## src/rtl/irht_pkg.sv

```systemverilog
// Shared constants for the input re-validation and hold-off timing block
package irht_pkg;
    // ****************************************************************
    // Field widths
    // ****************************************************************
    localparam int INPUTS      = 2;
    localparam int DIV_CODE_W  = 2;
    localparam int REVAL_W     = 7;
    localparam int HOLDOFF_W   = 8;
    localparam int PRESCALE_W  = 17;

    // ****************************************************************
    // Register reset values
    // ****************************************************************
    localparam logic [DIV_CODE_W-1:0] TICK_DIV_RESET  = 2'h2;
    localparam logic [DIV_CODE_W-1:0] REVAL_SEL_RESET = 2'h2;
    localparam logic [HOLDOFF_W-1:0]  HOLDOFF_RESET   = 8'h80;

    // ****************************************************************
    // Hold-off tick divider codes
    // ****************************************************************
    localparam logic [DIV_CODE_W-1:0] TICK_DIV_2P15 = 2'h0;
    localparam logic [DIV_CODE_W-1:0] TICK_DIV_2P16 = 2'h1;
    localparam logic [DIV_CODE_W-1:0] TICK_DIV_2P17 = 2'h2;
    localparam logic [DIV_CODE_W-1:0] TICK_DIV_RSVD = 2'h3;

    // ****************************************************************
    // Re-validation period counts
    // ****************************************************************
    localparam logic [DIV_CODE_W-1:0] REVAL_SEL_2  = 2'h0;
    localparam logic [DIV_CODE_W-1:0] REVAL_SEL_16 = 2'h1;
    localparam logic [DIV_CODE_W-1:0] REVAL_SEL_32 = 2'h2;
    localparam logic [REVAL_W-1:0]    REVAL_CNT_2  = 7'h02;
    localparam logic [REVAL_W-1:0]    REVAL_CNT_16 = 7'h10;
    localparam logic [REVAL_W-1:0]    REVAL_CNT_32 = 7'h20;
    localparam logic [REVAL_W-1:0]    REVAL_CNT_64 = 7'h40;

    // Clock cycles without an input edge that count as a missing period
    localparam int GAP_CYCLES_DEFAULT = 64;

    function automatic logic [REVAL_W-1:0] irht_reval_count(input logic [DIV_CODE_W-1:0] sel);
        if (sel == REVAL_SEL_2) begin
            return REVAL_CNT_2;
        end else if (sel == REVAL_SEL_16) begin
            return REVAL_CNT_16;
        end else if (sel == REVAL_SEL_32) begin
            return REVAL_CNT_32;
        end
        return REVAL_CNT_64;
    endfunction : irht_reval_count
endpackage : irht_pkg

```

## src/rtl/irht_reval_counter.sv

```systemverilog
// Per-input re-validation counter and loss flag
`timescale 1ns/1ps
module irht_reval_counter
    import irht_pkg::*;
#(
    parameter int GAP_CYCLES = GAP_CYCLES_DEFAULT
) (
    input  wire logic               clock,
    input  wire logic               rst,
    input  wire logic               input_edge,
    input  wire logic               los_event,
    input  wire logic [REVAL_W-1:0] reload_value,
    output logic      [REVAL_W-1:0] count,
    output logic                    loss_of_signal_flag,
    output logic                    revalidated
);
    localparam int GAP_W = $clog2(GAP_CYCLES + 1);
    localparam logic [GAP_W-1:0] GAP_LAST = GAP_W'(GAP_CYCLES - 1);
    localparam logic [REVAL_W-1:0] CNT_ONE = 7'h01;
    localparam logic [REVAL_W-1:0] CNT_ZERO = 7'h00;

    logic [GAP_W-1:0] gap_count;
    logic             missing;
    logic             last_period;

    // ****************************************************************
    // Missing-edge detection
    // ****************************************************************
    assign missing     = loss_of_signal_flag && !input_edge && (gap_count == GAP_LAST);
    assign last_period = loss_of_signal_flag && input_edge && (count == CNT_ONE);

    always_ff @(posedge clock or posedge rst) begin
        if (rst) begin
            gap_count <= '0;
        end else if (input_edge || los_event || missing) begin
            gap_count <= '0;
        end else if (gap_count != GAP_LAST) begin
            gap_count <= gap_count + 1'b1;
        end
    end

    // ****************************************************************
    // Counter
    // ****************************************************************
    always_ff @(posedge clock or posedge rst) begin
        if (rst) begin
            count <= CNT_ZERO;
        end else if (los_event) begin
            count <= reload_value;
        end else if (missing) begin
            count <= reload_value;
        end else if (loss_of_signal_flag && input_edge && count != CNT_ZERO) begin
            count <= count - 1'b1;
        end
    end

    // A new loss event wins over a clear in the same cycle
    always_ff @(posedge clock or posedge rst) begin
        if (rst) begin
            loss_of_signal_flag <= 1'b0;
            revalidated         <= 1'b0;
        end else begin
            revalidated <= last_period && !los_event;
            if (los_event) begin
                loss_of_signal_flag <= 1'b1;
            end else if (last_period) begin
                loss_of_signal_flag <= 1'b0;
            end
        end
    end
endmodule : irht_reval_counter

```

## src/rtl/irht_holdoff_timing.sv

```systemverilog
// Hold-off tick prescaler, hold-off counter and re-validation for two inputs
`timescale 1ns/1ps
// What this block does
// - The hold-off tick is the clock divided by 2^15, 2^16 or 2^17 for divider codes 00, 01, 10.
// - The re-validation period count is 2, 16, 32 or 64 for select codes 00, 01, 10, 11.
// - A loss-of-signal event loads that input's re-validation counter with the programmed count.
// - Each valid consecutive input period steps the re-validation counter down by one.
// - A missing input edge during re-validation reloads the counter and restarts the count.
// - When the counter reaches zero the input is re-validated and its loss flag is cleared.
// - After a loss event the 8-bit hold-off counter counts ticks, switches over at zero, reloads.
module irht_holdoff_timing
    import irht_pkg::*;
#(
    parameter int TICK_EXP_00 = 15,
    parameter int TICK_EXP_01 = 16,
    parameter int TICK_EXP_10 = 17,
    parameter int GAP_CYCLES  = GAP_CYCLES_DEFAULT
) (
    input  wire logic                    clock,
    input  wire logic                    rst,
    input  wire logic [INPUTS-1:0]       ref_clk_in,
    input  wire logic [INPUTS-1:0]       los_event,
    input  wire logic                    cfg_write,
    input  wire logic [DIV_CODE_W-1:0]   cfg_tick_div,
    input  wire logic [DIV_CODE_W-1:0]   cfg_reval_sel,
    input  wire logic [HOLDOFF_W-1:0]    cfg_holdoff_count,
    output logic      [DIV_CODE_W-1:0]   holdoff_tick_divider,
    output logic      [DIV_CODE_W-1:0]   revalidation_count_select,
    output logic      [HOLDOFF_W-1:0]    holdoff_period_count,
    output logic      [INPUTS-1:0]       loss_of_signal_flag,
    output logic      [INPUTS-1:0]       revalidated,
    output logic [INPUTS-1:0][REVAL_W-1:0] reval_count,
    output logic                         holdoff_tick,
    output logic      [HOLDOFF_W-1:0]    holdoff_count,
    output logic                         failover_switch,
    output logic                         tick_div_reserved
);
    localparam logic [HOLDOFF_W-1:0] HOLD_ONE = 8'h01;
    // Two ticks under one divider setting before their spacing is trusted
    localparam logic [1:0]           TICK_SETTLED = 2'h2;

    logic [PRESCALE_W-1:0] prescale;
    logic [INPUTS-1:0]     ref_meta;
    logic [INPUTS-1:0]     ref_sync;
    logic [INPUTS-1:0]     ref_prev;
    logic [INPUTS-1:0]     ref_edge;
    logic                  tick_wrap;
    logic                  holdoff_active;
    logic [PRESCALE_W-1:0] tick_since;
    logic [1:0]            tick_seen;

    function automatic logic [PRESCALE_W-1:0] tick_mask(input logic [DIV_CODE_W-1:0] code);
        if (code == TICK_DIV_2P15) begin
            return PRESCALE_W'((64'h1 << TICK_EXP_00) - 64'h1);
        end else if (code == TICK_DIV_2P16) begin
            return PRESCALE_W'((64'h1 << TICK_EXP_01) - 64'h1);
        end
        return PRESCALE_W'((64'h1 << TICK_EXP_10) - 64'h1);
    endfunction : tick_mask

    // ****************************************************************
    // Configuration registers
    // ****************************************************************
    always_ff @(posedge clock or posedge rst) begin
        if (rst) begin
            holdoff_tick_divider      <= TICK_DIV_RESET;
            revalidation_count_select <= REVAL_SEL_RESET;
            holdoff_period_count      <= HOLDOFF_RESET;
        end else if (cfg_write) begin
            holdoff_tick_divider      <= cfg_tick_div;
            revalidation_count_select <= cfg_reval_sel;
            holdoff_period_count      <= cfg_holdoff_count;
        end
    end

    assign tick_div_reserved = (holdoff_tick_divider == TICK_DIV_RSVD);

    // ****************************************************************
    // Hold-off tick prescaler
    // ****************************************************************
    // Free-running so a divider change takes effect at the next boundary
    assign tick_wrap = ((prescale & tick_mask(holdoff_tick_divider))
                       == tick_mask(holdoff_tick_divider)) && !tick_div_reserved;

    always_ff @(posedge clock or posedge rst) begin
        if (rst) begin
            prescale     <= '0;
            holdoff_tick <= 1'b0;
        end else begin
            prescale     <= prescale + 1'b1;
            holdoff_tick <= tick_wrap;
        end
    end

    // ****************************************************************
    // Hold-off counter
    // ****************************************************************
    assign holdoff_active = |loss_of_signal_flag;

    always_ff @(posedge clock or posedge rst) begin
        if (rst) begin
            holdoff_count   <= HOLDOFF_RESET;
            failover_switch <= 1'b0;
        end else begin
            failover_switch <= 1'b0;
            if (|los_event) begin
                holdoff_count <= holdoff_period_count;
            end else if (holdoff_active && holdoff_tick) begin
                if (holdoff_count <= HOLD_ONE) begin
                    failover_switch <= 1'b1;
                    holdoff_count   <= holdoff_period_count;
                end else begin
                    holdoff_count <= holdoff_count - 1'b1;
                end
            end
        end
    end

    // ****************************************************************
    // Reference input synchronisers and re-validation
    // ****************************************************************
    always_ff @(posedge clock or posedge rst) begin
        if (rst) begin
            ref_meta <= '0;
            ref_sync <= '0;
            ref_prev <= '0;
        end else begin
            ref_meta <= ref_clk_in;
            ref_sync <= ref_meta;
            ref_prev <= ref_sync;
        end
    end

    assign ref_edge = ref_sync & ~ref_prev;

    for (genvar i = 0; i < INPUTS; i++) begin : g_reval
        irht_reval_counter #(
            .GAP_CYCLES (GAP_CYCLES)
        ) u_reval (
            .clock               (clock),
            .rst                 (rst),
            .input_edge          (ref_edge[i]),
            .los_event           (los_event[i]),
            .reload_value        (irht_reval_count(revalidation_count_select)),
            .count               (reval_count[i]),
            .loss_of_signal_flag (loss_of_signal_flag[i]),
            .revalidated         (revalidated[i])
        );
    end

    // ****************************************************************
    // Tick spacing monitor
    // ****************************************************************
    // A divider write makes one odd gap, so only settled ticks are measured
    always_ff @(posedge clock or posedge rst) begin
        if (rst) begin
            tick_since <= '0;
            tick_seen  <= '0;
        end else begin
            if (holdoff_tick) begin
                tick_since <= '0;
            end else begin
                tick_since <= tick_since + 1'b1;
            end
            if (cfg_write) begin
                tick_seen <= '0;
            end else if (holdoff_tick && tick_seen != TICK_SETTLED) begin
                tick_seen <= tick_seen + 1'b1;
            end
        end
    end
endmodule : irht_holdoff_timing

```

## config.mk

```make
export PLATFORM = sky130hd
export DESIGN_NAME = irht_holdoff_timing
export DESIGN_NICKNAME = d
export VERILOG_FILES = /design/src/rtl/irht_pkg.sv /design/src/rtl/irht_reval_counter.sv /design/src/rtl/irht_holdoff_timing.sv
export SDC_FILE = /design/constraint.sdc
export NUM_CORES = 1
export LEC_CHECK = 0
export BUFFER_PORTS_ARGS = -buffer_cell sky130_fd_sc_hd__buf_2
export CORE_MARGIN = 2
export CORE_UTILIZATION = 50
export CTS_BUF_LIST = sky130_fd_sc_hd__clkbuf_8
export DETAILED_ROUTE_END_ITERATION = 8
export PLACE_DENSITY_LB_ADDON = 0.08
export SLEW_MARGIN = 20
export SYNTH_ARGS = -nofsm -noshare
export SYNTH_HDL_FRONTEND = slang
export SYNTH_SLANG_ARGS = --single-unit
```

## constraint.sdc

```tcl
create_clock -name clock -period 3.25 [get_ports clock]
set_input_delay 0.325 -clock clock [delete_from_list [all_inputs] [get_ports clock]]
set_output_delay 0.325 -clock clock [all_outputs]
set_load 0.02 [all_outputs]
```

## Word-level counts from Yosys, hierarchy flattened

Cells that the tools add are included.

- Flip-flop bits (word level): 77
- Bits of input ports: 19
- Output and inout port bits: 41
- Word-level logic and storage cells: 107

- $add $sub $neg: 6
- Order comparisons: 1
- Equality and inequality tests: 11
- Multiplexer cells: 32
- Bitwise gates (word level): 3
- Reduce and logical (&&, ||, !) cells: 36

Operators by type and width:

| kind | count |
|---|---|
| $mux W7 | 14 |
| $mux W17 | 3 |
| $mux W8 | 3 |
| $add A17 B1 Y17 const B | 1 |
| $and A17 B17 Y17 | 1 |
| $eq A17 B17 Y1 | 1 |
| $add A7 B1 Y7 const B | 2 |
| $eq A7 B1 Y1 const B | 2 |
| $eq A7 B6 Y1 const B | 2 |
| $logic_and A1 B1 Y1 | 14 |
| $ne A7 B6 Y1 const B | 2 |
| $reduce_bool A7 Y1 | 2 |
| $sub A7 B1 Y7 const B | 2 |
| $mux W1 | 12 |
| $reduce_bool A2 Y1 | 5 |
| $le A8 B1 Y1 const B | 1 |
| $sub A8 B1 Y8 const B | 1 |
| $reduce_bool A3 Y1 | 2 |
| $logic_not A1 Y1 | 5 |
| $eq A2 B1 Y1 const B | 2 |
| $eq A2 B2 Y1 const B | 2 |
| $logic_not A2 Y1 | 2 |
| $logic_or A1 B1 Y1 | 4 |
| $reduce_or A2 Y1 | 2 |
| 2 further kinds | 2 |

## Logic depth before layout (Yosys ltp)

Gate-level depths: netlist of run 1.

- Depth in word-level cells: 7
- Mapped depth: 8
- Gate-level depth less buffers: 7

## By module

A second synthesis of run 1 with hierarchy kept.

- Cells, all modules: 352
- Area, all modules: 3738.6 um2

Modules (own cells, without submodules):

| module | times used | cells each | area an instance (um2) | seq. area each (um2) |
|---|---|---|---|---|
| irht_holdoff_timing | 1 | 174 | 1999.4 | 1131.1 |
| irht_reval_counter | 2 | 89 | 869.6 | 400.4 |

## Least setup slack after synthesis of run 1

Ideal clock, no wire load.

- Path kind: register to register
- Start point: reg holdoff_count[0]
- End point: reg holdoff_count[6]
- Library setup time: 138 ps
- Data arrival time: 1937 ps
- Required time: 3112 ps
- Setup slack: 1175 ps
- Cell stages (with the launch flop): 9
- Path buffers: 1
- Clock period less this slack: 2075 ps
- Cells stage by stage: dfrtp_1 > inv_1 > ha_1 > or2_4 > a311oi_4 > buf_6 > o31ai_2 > a21oi_1 > a21oi_1

- Cells in the longest elaborated chain, start to end: 4
- Elaborated cells between the ends (all ways): 5
- Classes of those cells: add/sub: 1; order compare: 1; mux: 3

RTL lines:

| element | RTL line | RTL |
|---|---|---|
| start, declared | irht_holdoff_timing.sv:34 | `output logic [HOLDOFF_W-1:0] holdoff_count,` |
| start signal, assigned | irht_holdoff_timing.sv:107 | `holdoff_count <= holdoff_period_count;` |
| start signal, assigned | irht_holdoff_timing.sv:111 | `holdoff_count <= holdoff_period_count;` |
| start signal, assigned | irht_holdoff_timing.sv:113 | `holdoff_count <= holdoff_count - 1'b1;` |
| $sub A8 B1 Y8 / $le A8 B1 Y1 (equally long branches) | irht_holdoff_timing.sv:113, irht_holdoff_timing.sv:109 |  |
| $mux W8 * | irht_holdoff_timing.sv:109 | `if (holdoff_count <= HOLD_ONE) begin` |
| $mux W8 * | irht_holdoff_timing.sv:108 | `end else if (holdoff_active && holdoff_tick) begin` |
| $mux W8 * | irht_holdoff_timing.sv:106 | `if (\|los_event) begin` |

Mark *: on every way between the ends. The rest lies on a longest branch, timed or not. The select of a mux whose other input is x is not followed.
A chain may end at the register's enable or synchronous reset.

## Final worst setup path of run 1

Same ends and word-level chain as after synthesis.

==> results_dict.tcl, run 1 <==
set metrics [dict create \
    min_path_cells 1 \
    wl_per_cell_um 13.7 \
    fmax_ghz 0.435 \
    status "finished, final reports clean" \
    r2r_cells 7 \
    drt-total-wl_um 6970 \
    synth_ff_type "dfrtp_1" \
    ctsHtreeMaxLevel 3 \
    finalWeightedCongestion 0.824 \
    syn_nets 374 \
    avgViaCountPerCell 5.14 \
    peakVddDrop_mv 0.276 \
    r2r_slack_ps 950 \
    core.rowCount 31 \
    synthDistinctLibCells 44 \
    fill_cells 619 \
    port_buffers 59 \
    cts_max_path_buffers 2 \
    cts_buffers 9 \
    timing.final.crit_share 0.708 \
    synth.area.top_cells "dfrtp_1 (50%), xnor2_1 (4.1%), nor2_1 (3.8%)" \
    worst_setup_path_end_kind "flop" \
    met3_length_um 277 \
    synthCells 344 \
    min_path_type "input pin to flop" \
    antenna_left 0 \
    post_cts_buffers 0 \
    fin_crit_ps 2300 \
    vias 2623 \
    stdcell_count 510 \
    drc 0 \
    dr.pass1.iters 4 \
    min_delay_worst_endpoint "ref_meta[0]" \
    met1_length_um 3410 \
    grt_max_degree 62 \
    route.met2.wl_um 3170 \
    synth_top_area_frac 0.499 \
    ys_ff_latch 77 \
    grt_pass1_wl_um 11600 \
    max_slew.worst_pin.slew_ps 816 \
    power_leakage_uw 0.00197 \
    arrival_ps 2500 \
    hold_viol 0 \
    finClkSkew_ps 13.0 \
    clock_latency_ps 340 \
    powerDensity_nw_per_um2 578 \
    hp-start "ref_clk_in[0]" \
    drive_above_1_share 0.251 \
    die_width_um 89.6 \
    multiInputGateArea_um2 1600 \
    stdcell_area_um2 4300 \
    rsz0062_at_grt "no" \
    dp.cells 493 \
    seq_area_um2 1930 \
    nNetsFinal 436 \
    rr_startpoint "holdoff_count[0]" \
    yosys_warnings 0 \
    clock-root-buffer "clkbuf_8" \
    yosysTopAreaCell "dfrtp_1" \
    start_util 0.510 \
    whs_ps 87.6 \
    worst_setup_path_start_kind "flop" \
    setup_viol 0 \
    synth_edf_count 0 \
    synthArstFlopShare 1.00 \
    grt_use_total 0.188 \
    seq_area_frac_synth 0.528 \
    ios 60 \
    top_layer "met4" \
    grt_pass1_vias 2418 \
    cts_tree "yes" \
    slew_violations 0 \
    final.setup.tns_ps 0 \
    syn_area_per_cell_um2 10.6 \
    dp_hpwl_um 4960 \
    first_iter_violations 104 \
    clock_sinks 77 \
    r2r_end "holdoff_count[6]" \
    path_class "flop to flop" \
    fin_util 0.599 \
    antenna_found_initial 0 \
    syn_area_um2 3660 \
    dieArea_um2 8020 \
    clkTransAtPathRegs_ps 80 \
    dpl-instance-area_um2 4030 \
    die_h_um 89.6 \
    required_ps 3450 \
    synthToLayoutAreaGrowth_pct 17.4 \
    core_region_area_um2 7180 \
    drv_cap 0 \
    max_slew_margin 0.456 \
    diodes 0 \
    overflow 0 \
    path_max_fanout 19 \
]
-- worst max-delay path, stage by stage (launching register included) --
cell and delay (ps):
dfrtp_1 450, inv_1 70, ha_1 260, or2_4 270, a311oi_4 720, o31ai_2 150, a21oi_1 190, a21oi_1 60
-- sequential cells by signal, summed over array words and instances, names as in the netlist, 8 cells and up --
register / flops
holdoff_period_count: 8
holdoff_count: 8
prescale: 17
g_reval.u_reval.gap_count: 14
g_reval.u_reval.count: 14
-- how the worst max path moves through the flow --
stage                          start               end  slack [ps]  cells past startpoint
floorplan                        rst   failover_switch         960                      1
CTS                 holdoff_count[0]  holdoff_count[6]         950                      7
global placement    holdoff_count[0]  holdoff_count[5]        1040                      7
detailed placement  holdoff_count[0]  holdoff_count[6]         980                      7
global route        holdoff_count[0]  holdoff_count[3]         800                      7
finish              holdoff_count[0]  holdoff_count[6]         950                      7
-- Yosys cell counts (all sizes together), types with 2 or more instances --
cell and number:
clkbuf 2, nand4 7, mux2i 8, xor2 14, buf 8, and3 3
nor2 37, nor3b 2, inv 15, nand2b 6, a311oi 3, nand2 25
mux2 12, nor4 4, nor3 11, ha 11, dfrtp 73, nor2b 2
nand3b 2, or2 2, and2 4, a21oi 21, o21ai 18, dfstp 4
nand3 24, xnor2 17
-- layout make-up --
| cell class | count | area share |
|---|---|---|
| well taps | 99 | 0.0288 |
| repair buffers | 61 | 0.0757 |
| flip-flops and latches | 77 | 0.449 |
| multi-input cells | 242 | 0.373 |
| clock buffers | 12 | 0.0384 |
| inverters | 15 | 0.0131 |
| clock inverters | 4 | 0.0218 |
-- stage by stage --
| step | power [uW] | setup slack (ps) |
|---|---|---|
| after floorplan | 1460 | 965 |
| after global placement | 1590 | 1040 |
| after detailed placement | 1600 | 977 |
| after CTS | 2510 | 951 |
| after global routing | 2620 | 804 |
| final | 2480 | 951 |
-- logic make-up after synthesis --
group | Yosys count | share of synthesized area
buffers and inverters | 25 | 0.0345
AND/OR/NAND/NOR | 132 | 0.182
adder cells (fa/ha/maj) | 11 | 0.0376
XOR/XNOR | 31 | 0.0742
flip-flops | 77 | 0.528
AO/OA/AOI/OAI | 48 | 0.0855
multiplexers | 20 | 0.0588
-- timing repair --
action / 4_1_cts / 5_1_grt
setup endpoints to repair: 0 / 0
hold buffers: 1 / 0
resized for setup: 0 / 0
endpoints found under the hold margin: 15 / 0
-- metal layers --
| metal | up-vias | track usage |
|---|---|---|
| met4 | 0 | 0.0773 |
| met1 | 1252 | 0.272 |
| met3 | 12 | 0.0305 |
| met5 | - | 0 |
| li1 | 1300 | - |
| met2 | 59 | 0.283 |
-- cell usage in the layout, fill, tap and decap left out, drive strengths merged, types with 2 or more instances in the layout --
cell,n
ha,11
clkbuf,12
nand2,25
a311oi,3
and3,3
or2,2
nor2,37
bufinv,3
nor3,11
mux2,12
buf,60
inv,16
nand2b,6
nand4,7
and2,4
nand3b,2
dfrtp,73
xnor2,17
nor4,4
nor2b,2
o21ai,18
mux2i,8
xor2,14
nand3,24
nor3b,2
a21oi,21
dfstp,4
-- power breakdown --
part           total [uW]  switching [uW]  internal [uW]
Clock                 905             334            571
Combinational         453             273            180
Sequential           1130            92.4           1030
No activity file was read; power rests on OpenSTA's default activity.
==> inputs of run 2 (changes only) <==
==> constraint.sdc (replaced) <==
create_clock -name clock -period 2.26 [get_ports clock]
set_input_delay 0.226 -clock clock [delete_from_list [all_inputs] [get_ports clock]]
set_output_delay 0.226 -clock clock [all_outputs]
set_load 0.02 [all_outputs]
==> results_dict.tcl, run 2 (synthesis results as in run 1) <==
set metrics [dict create \
    synthToLayoutAreaGrowth_pct 17.7 \
    antenna_left 0 \
    cts_buffers 9 \
    port_buffers 59 \
    core_region_area_um2 7180 \
    dp_hpwl_um 4880 \
    wl_per_cell_um 13.5 \
    slew_violations 0 \
    grt_pass1_wl_um 11800 \
    ctsHtreeMaxLevel 3 \
    finalWeightedCongestion 0.841 \
    die_h_um 89.6 \
    final_common_cell "dfrtp_1" \
    ios 60 \
    ctsResizeCount 0 \
    core.rowCount 31 \
    clock_latency_ps 340 \
    regMostFlops "prescale" \
    r2r_cells 8 \
    clock_sinks 77 \
    peakVddDrop_mv 0.406 \
    final.setup.tns_ps 0 \
    path_class "flop to flop" \
    nNetsFinal 441 \
    worst_setup_path_start_kind "flop" \
    vias 2659 \
    worst_setup_path_end_kind "flop" \
    top_regs "prescale (17), g_reval.u_reval.count (14), g_reval.u_reval.gap_count (14)" \
    drc 0 \
    fmax_ghz 0.490 \
    max_slew_margin 0.637 \
    p_seq_frac 0.471 \
    max_slew.worst_pin.slew_ps 542 \
    comb_power_share 0.192 \
    grt_max_degree 78 \
    finClkSkew_ps 8.21 \
    p_int_uw 2430 \
    min_path_cells 3 \
    cts_tree "yes" \
    layout_setup_ws_ps 219 \
    drv_cap 0 \
    die_width_um 89.6 \
    fin_crit_ps 2040 \
    diodes 0 \
    clock-root-buffer "clkbuf_8" \
    p_clk_frac 0.337 \
    avgViaCountPerCell 5.16 \
    timing.final.crit_share 0.903 \
    antenna_found_initial 0 \
    required_ps 2530 \
    pre_cts_slack_ps 253 \
    rsz0062_at_grt "no" \
    p_sw_uw 1010 \
    switching_share 0.294 \
    drive_above_1_share 0.255 \
    cts_max_path_buffers 2 \
    grt_use_total 0.191 \
    path_max_fanout 19 \
    clkTransAtPathRegs_ps 80 \
    grt_pass1_vias 2579 \
    overflow 0 \
    hold_viol 0 \
    powerDensity_nw_per_um2 798 \
    dpl-instance-area_um2 4050 \
    first_iter_violations 101 \
    setup_viol 0 \
    dp.cells 496 \
    status "finished, final reports clean" \
    drt-total-wl_um 6950 \
    final_cell_mix "dfrtp_1 (73), buf_2 (59), nor2_1 (37)" \
    min_path_type "input pin to flop" \
    start_util 0.510 \
    stdcell_area_um2 4310 \
    largest_reg_flops 17 \
    arrival_ps 2310 \
    dr.pass1.iters 4 \
    stdcell_count 515 \
    dieArea_um2 8020 \
    power_leakage_uw 0.00198 \
]
==> run 2: cell types whose count changed in the layout (fill, tap and decap cells not counted), sizes merged <==
cell         change
dlygate4sd3      +2
clkinv           +2
clkbuf           -1
buf              +3
bufinv           -1
==> run 2: power groups by stage <==
stage | sequential, uW | clock [uW] | combinational [uW]
floorplan | 1730 | 0 | 367
global placement | 1640 | 0 | 649
detailed placement | 1650 | 0 | 661
CTS | 1620 | 1190 | 668
global route | 1640 | 1250 | 741
finish | 1620 | 1160 | 659
==> run 2: final timing paths <==
| kind | from | end | slack [ps] |
|---|---|---|---|
| max in group asynchronous | rst | holdoff_tick_divider[1] | 1400 |
| min in group asynchronous | rst | g_reval[0].u_reval.gap_count[2] | 510 |
| worst max register to register | holdoff_count[0] | holdoff_count[4] | 220 |
| worst min-delay path | cfg_holdoff_count[0] | holdoff_period_count[0] | 90 |
| worst min register to register | ref_meta[1] | ref_sync[1] | 360 |
| worst max-delay path | holdoff_count[0] | holdoff_count[4] | 220 |
==> run 2: layout make-up <==
class | count | area (um2)
Clock buffer | 11 | 151
Tap cell | 99 | 124
Timing Repair Buffer | 66 | 368
Clock inverter | 5 | 73.8
Sequential cell | 77 | 1930
Fill cell | 632 | 2870
Multi-Input combinational cell | 242 | 1600
Inverter | 15 | 56.3
==> run 2: what timing repair did <==
| action | in CTS | in global routing |
|---|---|---|
| setup buffers | 0 | 0 |
| endpoints found under the setup margin | 0 | 0 |
| endpoints found under the hold margin | 75 | 0 |
| hold buffers | 3 | 0 |
==> run 2: worst max-delay path, cell delays in order (launching register included) <==
cell and delay (ps):
dfrtp_1 450, inv_1 70, ha_1 260, or2_4 260, a311oi_4 240, buf_4 280
nor2_1 70, a41o_1 200, a21oi_1 130
==> run 2: layer usage <==
| layer | routed length (um) | part of all wire | track usage | up-vias |
|---|---|---|---|---|
| met2 | 3160 | 0.45 | 0.291 | 56 |
| met4 | 97 | 0.014 | 0.0692 | 0 |
| li1 | - | - | - | 1318 |
| met5 | 0 | 0 | 0 | - |
| met3 | 298 | 0.043 | 0.0471 | 11 |
| met1 | 3400 | 0.49 | 0.265 | 1274 |
==> run 2: stage by stage <==
step           hold WS (ps)   util  power [uW]
5_1_grt                96.3  0.600        3630
4_1_cts                79.4  0.600        3480
3_3_place_gp            339  0.565        2290
6_report               91.6  0.600        3440
2_1_floorplan           257      -        2100
3_5_place_dp            337  0.565        2310
